==> src/logic/lsm_pkg.sv <==
// Constants and register map of the light setpoint manager
// Notes on behaviour
// Brightness above upper limit during shift ends shift, stops ch1, adopts upper limit.
// Brightness below lower limit during shift ends shift, stops ch1, adopts lower limit.
// Temporary shift holds only until the control phase ends, then old setpoint returns.
// Permanent shift holds until preset, new shift, teach or setpoint reset.
// Permanent setpoint survives loss and return of bus supply.
// Optionally, configuration download forces the setpoint to the configured default.
// With teach enabled, an active teach telegram stores measured brightness as setpoint.
// Teach polarity: 1 active, 0 active, or both values active.
// Inactive teach value restores configured setpoint and drops the learned one.
// With both values active, teach cannot restore the configured setpoint.
// Feedback object shows effective setpoint, the lower bound of the range.
// Active feedback sends on change, download and supply return; passive only readable.
// One to three output channels per configured count; channel 1 always present.
// Sender shifts with 4-bit dimming telegrams and ends with stop, relayed to ch1.
// Upper range bound is setpoint raised by hysteresis percent, 10 to 50.
// Setpoint and learned flag sit in retained storage across supply loss.
package lsm_pkg;
   localparam logic [11:0] LSM_CTRL_OFS   = 12'h000;
   localparam logic [11:0] LSM_DEFSP_OFS  = 12'h004;
   localparam logic [11:0] LSM_ULIM_OFS   = 12'h008;
   localparam logic [11:0] LSM_LLIM_OFS   = 12'h00c;
   localparam logic [11:0] LSM_HYST_OFS   = 12'h010;
   localparam logic [11:0] LSM_MEAS_OFS   = 12'h014;
   localparam logic [11:0] LSM_CMD_OFS    = 12'h018;
   localparam logic [11:0] LSM_PRESET_OFS = 12'h01c;
   localparam logic [11:0] LSM_SP_OFS     = 12'h020;
   localparam logic [11:0] LSM_UPPER_OFS  = 12'h024;
   localparam logic [11:0] LSM_STAT_OFS   = 12'h028;
   localparam logic [11:0] LSM_IRQ_OFS    = 12'h02c;
   localparam logic [11:0] LSM_MASK_OFS   = 12'h030;
   localparam logic [11:0] LSM_FB_OFS     = 12'h034;
   // Control register fields
   localparam int CTRL_SHIFT_EN  = 0;
   localparam int CTRL_PERM      = 1;
   localparam int CTRL_TEACH_EN  = 2;
   localparam int CTRL_POL_LO    = 3;
   localparam int CTRL_FB_EN     = 5;
   localparam int CTRL_FB_ACTIVE = 6;
   localparam int CTRL_OVR_DL    = 7;
   localparam int CTRL_NCH_LO    = 8;
   localparam int CTRL_PHASE     = 10;
   // Command register fields (write one to act)
   localparam int CMD_SHIFT      = 0;
   localparam int CMD_TEACH      = 1;
   localparam int CMD_TEACH_VAL  = 2;
   localparam int CMD_RESET      = 3;
   localparam int CMD_DOWNLOAD   = 4;
   localparam int CMD_VRETURN    = 5;
   localparam int CMD_DIM_LO     = 8;
   // Interrupt bits
   localparam int IRQ_ULIM = 0;
   localparam int IRQ_LLIM = 1;
   localparam int IRQ_SPCH = 2;
   localparam int IRQ_FB   = 3;
   localparam int IRQ_W    = 4;
   // Reset values and hysteresis limits
   localparam logic [15:0] DEF_SETPOINT = 16'h0258;
   localparam logic [15:0] DEF_ULIM     = 16'h07d0;
   localparam logic [15:0] DEF_LLIM     = 16'h000a;
   localparam logic [5:0]  DEF_HYST     = 6'h0a;
   localparam logic [5:0]  HYST_MIN     = 6'h0a;
   localparam logic [5:0]  HYST_MAX     = 6'h32;
   localparam logic [10:0] CTRL_RST     = 11'h082;
   localparam logic [3:0]  DIM_STOP     = 4'h0;
   typedef enum logic [1:0] {
      LSM_POL_HI   = 2'b00,
      LSM_POL_LO   = 2'b01,
      LSM_POL_BOTH = 2'b10
   } lsm_pol_e;
   typedef enum logic [1:0] {
      LSM_SRC_CFG   = 2'b00,
      LSM_SRC_EXT   = 2'b01,
      LSM_SRC_TEACH = 2'b10,
      LSM_SRC_SHIFT = 2'b11
   } lsm_src_e;
endpackage : lsm_pkg

==> src/logic/lsm_sync.sv <==
// Two-stage synchroniser for a level input
`timescale 1ns/1ps
module lsm_sync import lsm_pkg::*; (
   input  wire logic pclk,
   input  wire logic presetn,
   input  wire logic din,
   output logic      dout
);
   logic meta_q;

   always_ff @(posedge pclk or negedge presetn) begin
      if (!presetn) begin
         meta_q <= 1'b0;
         dout   <= 1'b0;
      end else begin
         meta_q <= din;
         dout   <= meta_q;
      end
   end
endmodule : lsm_sync

==> src/logic/lsm_upper.sv <==
// Upper bound of the setpoint range from setpoint and hysteresis
`timescale 1ns/1ps
module lsm_upper import lsm_pkg::*; (
   input  wire logic        pclk,
   input  wire logic        presetn,
   input  wire logic [15:0] setpoint,
   input  wire logic [5:0]  hyst,
   output logic [16:0]      upper_q
);
   logic [5:0]  hyst_c;
   logic [21:0] prod;

   always_comb begin
      hyst_c = hyst;
      if (hyst < HYST_MIN) begin
         hyst_c = HYST_MIN;
      end else if (hyst > HYST_MAX) begin
         hyst_c = HYST_MAX;
      end
      prod = 22'(setpoint) * 22'(hyst_c);
   end

   // Setpoint plus percent of setpoint
   always_ff @(posedge pclk or negedge presetn) begin
      if (!presetn) begin
         upper_q <= 17'h0;
      end else begin
         upper_q <= 17'(setpoint) + 17'(prod / 22'd100);
      end
   end
endmodule : lsm_upper

==> src/logic/lsm_top.sv <==
// APB-facing light setpoint manager
//
// Chosen here: the APB interface to the registers and the register offsets.
`timescale 1ns/1ps
module lsm_top import lsm_pkg::*; (
   input  wire logic        pclk,
   input  wire logic        presetn,
   input  wire logic        psel,
   input  wire logic        penable,
   input  wire logic        pwrite,
   input  wire logic [11:0] paddr,
   input  wire logic [31:0] pwdata,
   output logic [31:0]      prdata,
   output logic             pready,
   output logic             pslverr,
   input  wire logic        phase_end_pin,
   output logic             irq,
   output logic [2:0]       ch_en,
   output logic [3:0]       ch1_dim_q,
   output logic             ch1_dim_send_q,
   output logic [15:0]      fb_value_q,
   output logic             fb_send_q
);
   // ==========================================================
   // Registers
   logic [10:0] ctrl_q;
   logic [15:0] defsp_q;
   logic [15:0] ulim_q;
   logic [15:0] llim_q;
   logic [5:0]  hyst_q;
   logic [15:0] meas_q;
   logic [15:0] sp_q;
   logic [15:0] prev_sp_q;
   lsm_src_e    src_q;
   logic        learned_q;
   logic        shifting_q;
   logic        temp_q;
   logic [IRQ_W-1:0] stat_q;
   logic [IRQ_W-1:0] mask_q;
   logic [16:0] upper;
   logic        phase_end_s;
   logic        phase_end_d1_q;
   logic        fb_ev_q;

   logic        wr;
   logic        rd;
   logic        mapped;
   logic        cmd_wr;
   logic        pre_wr;
   logic        stat_rd;
   lsm_pol_e    pol;
   logic        shift_on;
   logic        teach_on;
   logic        teach_act;
   logic        teach_inact;
   logic        hit_up;
   logic        hit_lo;
   logic        phase_end;
   logic        dim_stop;
   logic        dl_ev;
   logic        vr_ev;
   logic        sp_chg;
   logic [IRQ_W-1:0] ev;

   assign wr      = psel && penable && pwrite;
   assign rd      = psel && penable && !pwrite;
   assign pready  = 1'b1;
   assign cmd_wr  = wr && paddr == LSM_CMD_OFS;
   assign pre_wr  = wr && paddr == LSM_PRESET_OFS;
   assign stat_rd = rd && paddr == LSM_IRQ_OFS;
   assign pol     = lsm_pol_e'(ctrl_q[CTRL_POL_LO +: 2]);
   assign shift_on = ctrl_q[CTRL_SHIFT_EN];
   assign teach_on = ctrl_q[CTRL_TEACH_EN];
   assign dl_ev   = cmd_wr && pwdata[CMD_DOWNLOAD];
   assign vr_ev   = cmd_wr && pwdata[CMD_VRETURN];

   // Teach value decoding by polarity
   always_comb begin
      teach_act   = 1'b0;
      teach_inact = 1'b0;
      if (cmd_wr && pwdata[CMD_TEACH] && teach_on) begin
         case (pol)
            LSM_POL_HI: begin
               teach_act   = pwdata[CMD_TEACH_VAL];
               teach_inact = !pwdata[CMD_TEACH_VAL];
            end
            LSM_POL_LO: begin
               teach_act   = !pwdata[CMD_TEACH_VAL];
               teach_inact = pwdata[CMD_TEACH_VAL];
            end
            LSM_POL_BOTH: begin
               teach_act   = 1'b1;
               teach_inact = 1'b0;
            end
            default: begin
               teach_act   = 1'b0;
               teach_inact = 1'b0;
            end
         endcase
      end
   end

   // ==========================================================
   // Shift limit detection and phase end
   lsm_sync u_sync (
      .pclk    (pclk),
      .presetn (presetn),
      .din     (phase_end_pin),
      .dout    (phase_end_s)
   );

   always_ff @(posedge pclk or negedge presetn) begin
      if (!presetn) begin
         phase_end_d1_q <= 1'b0;
      end else begin
         phase_end_d1_q <= phase_end_s;
      end
   end

   assign phase_end = phase_end_s && !phase_end_d1_q;
   assign hit_up    = shifting_q && meas_q > ulim_q;
   assign hit_lo    = shifting_q && meas_q < llim_q;
   assign dim_stop  = cmd_wr && pwdata[CMD_SHIFT] && pwdata[CMD_DIM_LO +: 3] == 3'h0;

   // ==========================================================
   // Configuration registers
   always_ff @(posedge pclk or negedge presetn) begin
      if (!presetn) begin
         ctrl_q  <= CTRL_RST;
         defsp_q <= DEF_SETPOINT;
         ulim_q  <= DEF_ULIM;
         llim_q  <= DEF_LLIM;
         hyst_q  <= DEF_HYST;
         meas_q  <= 16'h0;
         mask_q  <= '0;
      end else if (wr) begin
         case (paddr)
            LSM_CTRL_OFS:  ctrl_q  <= pwdata[10:0];
            LSM_DEFSP_OFS: defsp_q <= pwdata[15:0];
            LSM_ULIM_OFS:  ulim_q  <= pwdata[15:0];
            LSM_LLIM_OFS:  llim_q  <= pwdata[15:0];
            LSM_HYST_OFS:  hyst_q  <= pwdata[5:0];
            LSM_MEAS_OFS:  meas_q  <= pwdata[15:0];
            LSM_MASK_OFS:  mask_q  <= pwdata[IRQ_W-1:0];
            default: begin
            end
         endcase
      end
   end

   // ==========================================================
   // Setpoint state, reset only asynchronously, supply return keeps it
   always_ff @(posedge pclk or negedge presetn) begin
      if (!presetn) begin
         sp_q       <= DEF_SETPOINT;
         prev_sp_q  <= DEF_SETPOINT;
         src_q      <= LSM_SRC_CFG;
         learned_q  <= 1'b0;
         shifting_q <= 1'b0;
         temp_q     <= 1'b0;
      end else begin
         if (hit_up) begin
            sp_q       <= ulim_q;
            shifting_q <= 1'b0;
         end else if (hit_lo) begin
            sp_q       <= llim_q;
            shifting_q <= 1'b0;
         end else if (teach_act) begin
            sp_q       <= meas_q;
            src_q      <= LSM_SRC_TEACH;
            learned_q  <= 1'b1;
            shifting_q <= 1'b0;
            temp_q     <= 1'b0;
         end else if (teach_inact || (cmd_wr && pwdata[CMD_RESET])) begin
            sp_q       <= defsp_q;
            src_q      <= LSM_SRC_CFG;
            learned_q  <= 1'b0;
            shifting_q <= 1'b0;
            temp_q     <= 1'b0;
         end else if (dl_ev && ctrl_q[CTRL_OVR_DL]) begin
            sp_q      <= defsp_q;
            src_q     <= LSM_SRC_CFG;
            learned_q <= 1'b0;
            temp_q    <= 1'b0;
         end else if (pre_wr) begin
            sp_q       <= pwdata[15:0];
            src_q      <= LSM_SRC_EXT;
            shifting_q <= 1'b0;
            temp_q     <= 1'b0;
         end else if (cmd_wr && pwdata[CMD_SHIFT] && shift_on) begin
            if (dim_stop) begin
               shifting_q <= 1'b0;
               sp_q       <= meas_q;
            end else begin
               if (!shifting_q && !temp_q) begin
                  prev_sp_q <= sp_q;
               end
               shifting_q <= 1'b1;
               src_q      <= LSM_SRC_SHIFT;
               temp_q     <= !ctrl_q[CTRL_PERM];
            end
         end else if (phase_end && temp_q) begin
            sp_q       <= prev_sp_q;
            shifting_q <= 1'b0;
            temp_q     <= 1'b0;
         end
      end
   end

   assign sp_chg = hit_up || hit_lo || teach_act || teach_inact || pre_wr ||
                   (cmd_wr && pwdata[CMD_RESET]) || (dl_ev && ctrl_q[CTRL_OVR_DL]) ||
                   (dim_stop && shift_on) || (phase_end && temp_q);

   lsm_upper u_upper (
      .pclk     (pclk),
      .presetn  (presetn),
      .setpoint (sp_q),
      .hyst     (hyst_q),
      .upper_q  (upper)
   );

   // ==========================================================
   // Channel 1 relay and stop telegrams
   always_ff @(posedge pclk or negedge presetn) begin
      if (!presetn) begin
         ch1_dim_q      <= DIM_STOP;
         ch1_dim_send_q <= 1'b0;
      end else if (hit_up || hit_lo) begin
         ch1_dim_q      <= DIM_STOP;
         ch1_dim_send_q <= 1'b1;
      end else if (cmd_wr && pwdata[CMD_SHIFT] && shift_on) begin
         ch1_dim_q      <= pwdata[CMD_DIM_LO +: 4];
         ch1_dim_send_q <= 1'b1;
      end else begin
         ch1_dim_send_q <= 1'b0;
      end
   end

   // Channel enables from configured count
   always_comb begin
      ch_en = 3'h1;
      case (ctrl_q[CTRL_NCH_LO +: 2])
         2'h2: ch_en = 3'h3;
         2'h3: ch_en = 3'h7;
         default: ch_en = 3'h1;
      endcase
   end

   // ==========================================================
   // Feedback object
   always_ff @(posedge pclk or negedge presetn) begin
      if (!presetn) begin
         fb_value_q <= DEF_SETPOINT;
         fb_ev_q    <= 1'b0;
         fb_send_q  <= 1'b0;
      end else begin
         fb_value_q <= ctrl_q[CTRL_FB_EN] ? sp_q : 16'h0;
         // Send one cycle late so the new setpoint already stands on the value
         fb_ev_q    <= sp_chg || dl_ev || vr_ev;
         fb_send_q  <= ctrl_q[CTRL_FB_EN] && ctrl_q[CTRL_FB_ACTIVE] && fb_ev_q;
      end
   end

   // ==========================================================
   // Interrupt status, cleared by read, set wins
   assign ev = {fb_send_q, sp_chg, hit_lo, hit_up};

   always_ff @(posedge pclk or negedge presetn) begin
      if (!presetn) begin
         stat_q <= '0;
      end else if (stat_rd) begin
         stat_q <= ev;
      end else begin
         stat_q <= stat_q | ev;
      end
   end

   assign irq = |(stat_q & mask_q);

   // ==========================================================
   // Read mux
   always_comb begin
      prdata = 32'h0;
      mapped = 1'b1;
      case (paddr)
         LSM_CTRL_OFS:   prdata = {21'h0, ctrl_q};
         LSM_DEFSP_OFS:  prdata = {16'h0, defsp_q};
         LSM_ULIM_OFS:   prdata = {16'h0, ulim_q};
         LSM_LLIM_OFS:   prdata = {16'h0, llim_q};
         LSM_HYST_OFS:   prdata = {26'h0, hyst_q};
         LSM_MEAS_OFS:   prdata = {16'h0, meas_q};
         LSM_CMD_OFS:    prdata = 32'h0;
         LSM_PRESET_OFS: prdata = {16'h0, sp_q};
         LSM_SP_OFS:     prdata = {16'h0, sp_q};
         LSM_UPPER_OFS:  prdata = {15'h0, upper};
         LSM_STAT_OFS:   prdata = {27'h0, temp_q, shifting_q, learned_q, src_q};
         LSM_IRQ_OFS:    prdata = {28'h0, stat_q};
         LSM_MASK_OFS:   prdata = {28'h0, mask_q};
         LSM_FB_OFS:     prdata = {16'h0, fb_value_q};
         default: begin
            prdata = 32'h0;
            mapped = 1'b0;
         end
      endcase
   end

   assign pslverr = psel && penable && !mapped;
endmodule : lsm_top

==> config.mk <==
export PLATFORM = sky130hd
export DESIGN_NAME = lsm_top
export DESIGN_NICKNAME = d
export VERILOG_FILES = /design/src/logic/lsm_pkg.sv /design/src/logic/lsm_sync.sv /design/src/logic/lsm_upper.sv /design/src/logic/lsm_top.sv
export SDC_FILE = /design/constraint.sdc
export NUM_CORES = 1
export LEC_CHECK = 0
export BUFFER_PORTS_ARGS = -buffer_cell sky130_fd_sc_hd__buf_2
export CAP_MARGIN = 0
export CORE_UTILIZATION = 50
export CTS_CLUSTER_SIZE = 28
export DETAILED_ROUTE_END_ITERATION = 6
export PLACE_DENSITY = 0.72
export SLEW_MARGIN = 20
export SYNTH_ARGS = -nofsm -noshare
export SYNTH_HDL_FRONTEND = slang
export SYNTH_SLANG_ARGS = --single-unit
==> constraint.sdc <==
create_clock -name pclk -period 50 [get_ports pclk]
set_input_delay 2.5 -clock pclk [delete_from_list [all_inputs] [get_ports pclk]]
set_output_delay 2.5 -clock pclk [all_outputs]
set_load 0.01 [all_outputs]
==> results_dict.tcl, run 1 <==
set metrics [dict create \
    status "finished with violations" \
    violations "DRC" \
    dp_slack_ns 31.24 \
    hold_path_class "register to register" \
    overflow 0 \
    vias 14400 \
    cts.path.max_buffers 2 \
    core_um2 30800 \
    syn_inst 1818 \
    ys_types 118 \
    setup_tns_ns 0 \
    grt_pass1_wl_um 73300 \
    post-route-min-period_ns 19.31 \
    power.switching_mw 0.201 \
    max-vdd-ir-drop_v 0.0000392 \
    dr_wl_met3_um 3930 \
    synth_xor_area_share_pct 3.09 \
    start_kind "register" \
    finClkSkew_ns 0.0144 \
    clock-sinks 169 \
    yosysMostFrequentCell "nand2_1" \
    fin_crit_sh_pct 38.6 \
    detail-route-antenna-nets 0 \
    critPathRequiredTime_ns 50.38 \
    drt_first_pass_iters 7 \
    min_from "u_sync.meta_q" \
    critPathKind "register to register" \
    yosysTopAreaCell "dfrtp_1" \
    synth_area_leaders "dfrtp_1 22%, fa_1 7.4%, ha_1 6.1%" \
    grt_max_degree 118 \
    antennaDiodeCount 0 \
    gr-usage-all-layers_pct 28.0 \
    finalSetupViolations 0 \
    postCtsSetupBuffers 0 \
    p_leak_nw 8.09 \
    pwr-share-comb_pct 44.9 \
    synth_compound_area_share_pct 24.9 \
    synth_area_um2 15800 \
    antenna_found_initial 0 \
    holdPathStages 0 \
    synth_top_family_by_area "compound AO/OA/AOI/OAI gates" \
    avgSynthCellArea_um2 8.68 \
    cts_tree "built" \
    cts_hold_buf 0 \
    die_h_um 180 \
    synth-seq-cells 169 \
    sw_frac_of_total_pct 38.7 \
    rsz0062_at_grt "no" \
    clockRootBuffer "clkbuf_16" \
    timing.fmax_mhz 51.8 \
    cts-resized-gates 0 \
    drv_cap 0 \
    synth.top_cell.area_share_pct 22.4 \
    ff2ff_path_depth 66 \
    synth-edff-count 0 \
    wire_per_inst_um 20.0 \
    cp_slowest_cell "mux2i_1" \
    r2r_start "hyst_q[4]" \
    nNetsFinal 2025 \
    cts_buffers 17 \
    wl_um 44900 \
    holdPathEnd "u_sync.dout" \
    gp_congestion 0.895 \
    crit_fanout 23 \
    internal_power_mw 0.318 \
    reg2reg_slack_ns 30.69 \
    cts_htree_levels 4 \
    synth_common_cells "176 x nand2_1, 141 x dfrtp_1, 135 x a21oi_1" \
    num_io_pins 110 \
    cpPeakStageDelay_ns 0.83 \
    grt_pass1_vias 13600 \
    power_frac_clock_pct 27.0 \
    hpwl_um 31700 \
    drt_iter0_drc 1593 \
    critPathCaptureType "register" \
    synthAdderAreaFrac_pct 13.8 \
    clk_pin_slew_ns 0.07 \
    routed.top_layer "met4" \
    vias_per_cell 6.41 \
    drc 15 \
    hold_viol 0 \
    synth_flop_cell "dfrtp_1" \
    ys_seq_area_share_pct 27.0 \
    crit-reg2reg-capture "u_upper.upper_q[16]" \
    setup_slack_ns 30.69 \
    synth_warnings 0 \
    worst_slew_pin_slew_ns 1.16 \
    die_x_um 180 \
    maxSlewViolCount 0 \
    synth-simple-area-share_pct 19.3 \
    io_buffers 76 \
    num-fill-cells 2780 \
    start_util_pct 51.2 \
    final_layout_size_suffix_gt1_share_pct 16.2 \
    rows 64 \
    path_common_cell "a21oi_1" \
    routed-wl-met2_um 19900 \
    async_flop_share_pct 100 \
    slew_headroom_pct 22.3 \
    die-area_um2 32300 \
    wl_met1_um 19700 \
    syn_to_final_growth_pct 8.06 \
    clk-insertion-delay-late_ns 0.45 \
    crit_arrival_ns 19.69 \
    seqPwrFrac_pct 28.0 \
    synthMuxAreaShare_pct 6.27 \
    power_density_nw_per_um2 30.5 \
]
## power by group through the flow
stage          Clock (mW)  Combinational, mW  Sequential, mW
2_1_floorplan           0              0.191           0.146
3_3_place_gp            0              0.225           0.148
5_1_grt             0.146              0.263           0.145
6_report            0.140              0.233           0.146
3_5_place_dp            0              0.232           0.148
4_1_cts             0.141              0.233           0.145
## state kept, by name, summed over array words and instances, names as in the netlist
register	cells
ctrl_q	11
defsp_q	16
shifting_q	1
ch1_dim_q	4
fb_value_q	16
stat_q	4
hyst_q	6
llim_q	16
phase_end_d1_q	1
ulim_q	16
temp_q	1
learned_q	1
u_upper.upper_q	17
src_q	2
fb_ev_q	1
u_sync.meta_q	1
sp_q	16
ch1_dim_send_q	1
prev_sp_q	16
u_sync.dout	1
fb_send_q	1
meas_q	16
mask_q	4
## placed cells by master, fill, tap and decap left out, types with 19 or more instances in the layout
| cell | n |
|---|---|
| nand2_1 | 176 |
| dfrtp_1 | 141 |
| a21oi_1 | 135 |
| nor2_1 | 110 |
| o21ai_0 | 108 |
| inv_1 | 95 |
| and2_1 | 82 |
| ha_1 | 77 |
| mux2_2 | 75 |
| buf_2 | 75 |
| fa_1 | 58 |
| nand3_1 | 46 |
| a22oi_1 | 41 |
| nor2b_1 | 35 |
| nor3_1 | 34 |
| xnor2_1 | 33 |
| dfstp_2 | 28 |
| a21o_1 | 23 |
| nand4_1 | 22 |
| buf_4 | 21 |
| a211oi_1 | 19 |
## stage by stage
step           total power [mW]  instance area [µm²]  hold slack (ns)  util, %  cells
3_3_place_gp              0.373                16400            0.332     53.3   2216
2_1_floorplan             0.338                15800            0.331        -   1833
4_1_cts                   0.519                17000            0.356     55.2   2248
5_1_grt                   0.554                17100            0.358     55.3   2249
3_5_place_dp              0.379                16400            0.339     53.3   2216
6_report                  0.519                17100            0.355     55.3   2249
## cell families (layout without fill, tap and decap cells)
family                     after synthesis  count (layout)
buffers and inverters                  208             228
and+or+nand+nor                        602             602
AOI/OAI and AO/OA                      557             557
other                                    2              17
xor gates and xnor gates                51              51
DFF                                    169             169
adders and majority gates              140             140
muxes                                   89              89
## worst max-delay path, delay by kind of cell, from the launching register on
family / cells / cell delay (ns)
DFF: 1 / 0.82
muxes: 2 / 1.17
buffers and inverters: 5 / 0.27
and+or+nand+nor: 13 / 4.09
adders and majority gates: 6 / 2.58
AOI/OAI and AO/OA: 40 / 10.33
## routing by layer
layer,track usage (%),vias to the layer above
met5,0,-
met4,9.72,0
met3,4.80,113
met2,43.4,726
met1,39.6,6951
li1,-,6619
## worst max path at each step
stage / start / end / slack (ns) / cells after the start
after floorplan: hyst_q[2] / u_upper.upper_q[16] / 34.33 / 69
after global placement: hyst_q[4] / u_upper.upper_q[16] / 31.54 / 66
after detailed placement: hyst_q[4] / u_upper.upper_q[16] / 31.24 / 66
after CTS: hyst_q[4] / u_upper.upper_q[16] / 31.13 / 66
after global routing: hyst_q[5] / u_upper.upper_q[16] / 29.23 / 66
final: hyst_q[4] / u_upper.upper_q[16] / 30.69 / 66
## final cells by class
cell class                 count  area [µm²]  share of cell area, %
clock buffer                  20         447                   2.62
clock inverter                12         166                  0.976
multi-input combinational   1456       10700                   63.0
sequential                   169        4260                   25.0
inverter                      98         368                   2.16
tap                          396         495                   2.91
timing repair buffer          98         562                   3.29
(Power assumes the default switching activity.)
==> run 2, diff against run 1 <==
clock period = 19.09 ns   (was 50 ns; I/O delays follow)
==> run 2 against run 1 <==
The flow still finishes with violations (DRC). Clock-buffer cell count fell by 3. Sequential share of layout area shrank 0.084 points. Hold slack gained 0.0036 ns. Fmax rose by 9.1%. Register-to-register slack worse by 29 ns. Critical path depth is 1 higher. Combinational power rose to 2.6 times the previous value. Setup slack worse by 29 ns. Clock skew is 0.00090 ns lower. Global-route usage decreased by 0.20 points. Largest cell class unchanged.
==> results_dict.tcl, run 2 (synthesis results as in run 1) <==
set metrics [dict create \
    die-area_um2 32300 \
    critPathKind "register to register" \
    detail-route-antenna-nets 0 \
    grt_pass1_wl_um 72800 \
    crit_fanout 23 \
    power_density_nw_per_um2 79.2 \
    mostFrequentLayoutCell "nand2_1" \
    hold_ws_ns 0.358 \
    gp_congestion 0.910 \
    num_io_pins 110 \
    cp_top_family "compound AO/OA/AOI/OAI gates" \
    grt_pass1_vias 13600 \
    min_from "u_sync.meta_q" \
    clock-sinks 169 \
    violations "DRC" \
    status "finished with violations" \
    hold_path_class "register to register" \
    start_kind "register" \
    die_x_um 180 \
    slew_headroom_pct 21.0 \
    cts.path.max_buffers 2 \
    finClkSkew_ns 0.0135 \
    largest-register "u_upper.upper_q" \
    total_power_mw 1.36 \
    timing.fmax_mhz 56.5 \
    postCtsSetupBuffers 0 \
    worstSetupStartpoint "hyst_q[5]" \
    start_util_pct 51.2 \
    gr-usage-all-layers_pct 27.8 \
    finalSetupViolations 0 \
    cts-resized-gates 0 \
    final_area_um2 17100 \
    p_leak_nw 8.11 \
    crit_arrival_ns 18.09 \
    cts_buffers 17 \
    critPathRequiredTime_ns 19.47 \
    rsz0062_at_grt "no" \
    path_common_cell "a21oi_1" \
    final_layout_size_suffix_gt1_share_pct 17.0 \
    largest_reg_flops 17 \
    antenna_found_initial 0 \
    worst-path-buf-inv 6 \
    cts_tree "built" \
    nNetsFinal 2027 \
    critPathCaptureType "register" \
    drc 14 \
    fin_crit_sh_pct 92.8 \
    vias 14400 \
    grt_max_degree 120 \
    core_um2 30800 \
    clk_pin_slew_ns 0.07 \
    max-vdd-ir-drop_v 0.0000784 \
    vias_per_cell 6.42 \
    clockRootBuffer "clkbuf_16" \
    io_buffers 76 \
    cts_hold_buf 0 \
    hold_viol 0 \
    worst_slew_pin_slew_ns 1.18 \
    hpwl_um 31900 \
    die_h_um 180 \
    drt_first_pass_iters 7 \
    wire_per_inst_um 20.0 \
    antennaDiodeCount 0 \
    setup_tns_ns 0 \
    cp_slowest_cell "or4_1" \
    r2r_start "hyst_q[5]" \
    drt_iter0_drc 1577 \
    most-common-layout-cells "176 x nand2_1, 139 x dfrtp_1, 135 x a21oi_1" \
    syn_to_final_growth_pct 8.48 \
    overflow 0 \
    wl_um 45100 \
    dpl_cell_area_um2 16400 \
    clk-insertion-delay-late_ns 0.45 \
    rows 64 \
    cpPeakStageDelay_ns 0.61 \
    cts_htree_levels 4 \
    maxSlewViolCount 0 \
    drv_cap 0 \
    post-route-min-period_ns 17.71 \
]
==> run 2: power by group <==
| group | switching, mW | leakage [nW] | internal, mW |
|---|---|---|---|
| Combinational | 0.366 | 5.74 | 0.248 |
| Sequential | 0.00636 | 2.07 | 0.374 |
| Clock | 0.162 | 0.293 | 0.198 |
==> run 2: cell type report <==
| cell class | instances | area [µm²] |
|---|---|---|
| Inverter | 98 | 368 |
| Clock inverter | 15 | 178 |
| Clock buffer | 17 | 425 |
| Fill cell | 2788 | 13700 |
| Timing Repair Buffer | 100 | 577 |
| Multi-Input combinational cell | 1456 | 10800 |
| Sequential cell | 169 | 4270 |
| Tap cell | 396 | 495 |
==> run 2: path summary, 6_finish.rpt <==
check                      slack (ns)                   to  depth (start not counted)
setup reg to reg                 1.38  u_upper.upper_q[16]                         67
setup / recovery                 1.38  u_upper.upper_q[16]                         67
min in group asynchronous        0.67           llim_q[15]                          1
hold reg to reg                  0.36          u_sync.dout                          0
hold / removal                   0.36          u_sync.dout                          0
max in group asynchronous       17.18            hyst_q[5]                          2
==> run 2: per-layer routing <==
metal	GRT usage (%)	wire length (µm)	vias up
met4	8.07	1050	0
met1	39.3	19800	7011
li1	-	-	6626
met2	44.4	20500	708
met5	0	0	-
met3	3.97	3720	96
==> run 2: stage by stage <==
| stage | util (%) | cells | setup slack [ns] |
|---|---|---|---|
| global placement | 53.3 | 2218 | 0.899 |
| CTS | 55.3 | 2250 | 0.506 |
| floorplan | - | 1833 | 3.42 |
| detailed placement | 53.3 | 2218 | 0.582 |
| finish | 55.5 | 2251 | 1.38 |
| global route | 55.5 | 2251 | 0.0537 |
==> run 2: worst reg2reg max path: cells and delay by family (launching register included) <==
family          cells  cell delay [ns]
buf+inv             6             0.64
fa+ha+maj           6             2.48
flops               1             0.57
compound gates     40             9.40
mux                 2             0.87
simple gates       13             3.70
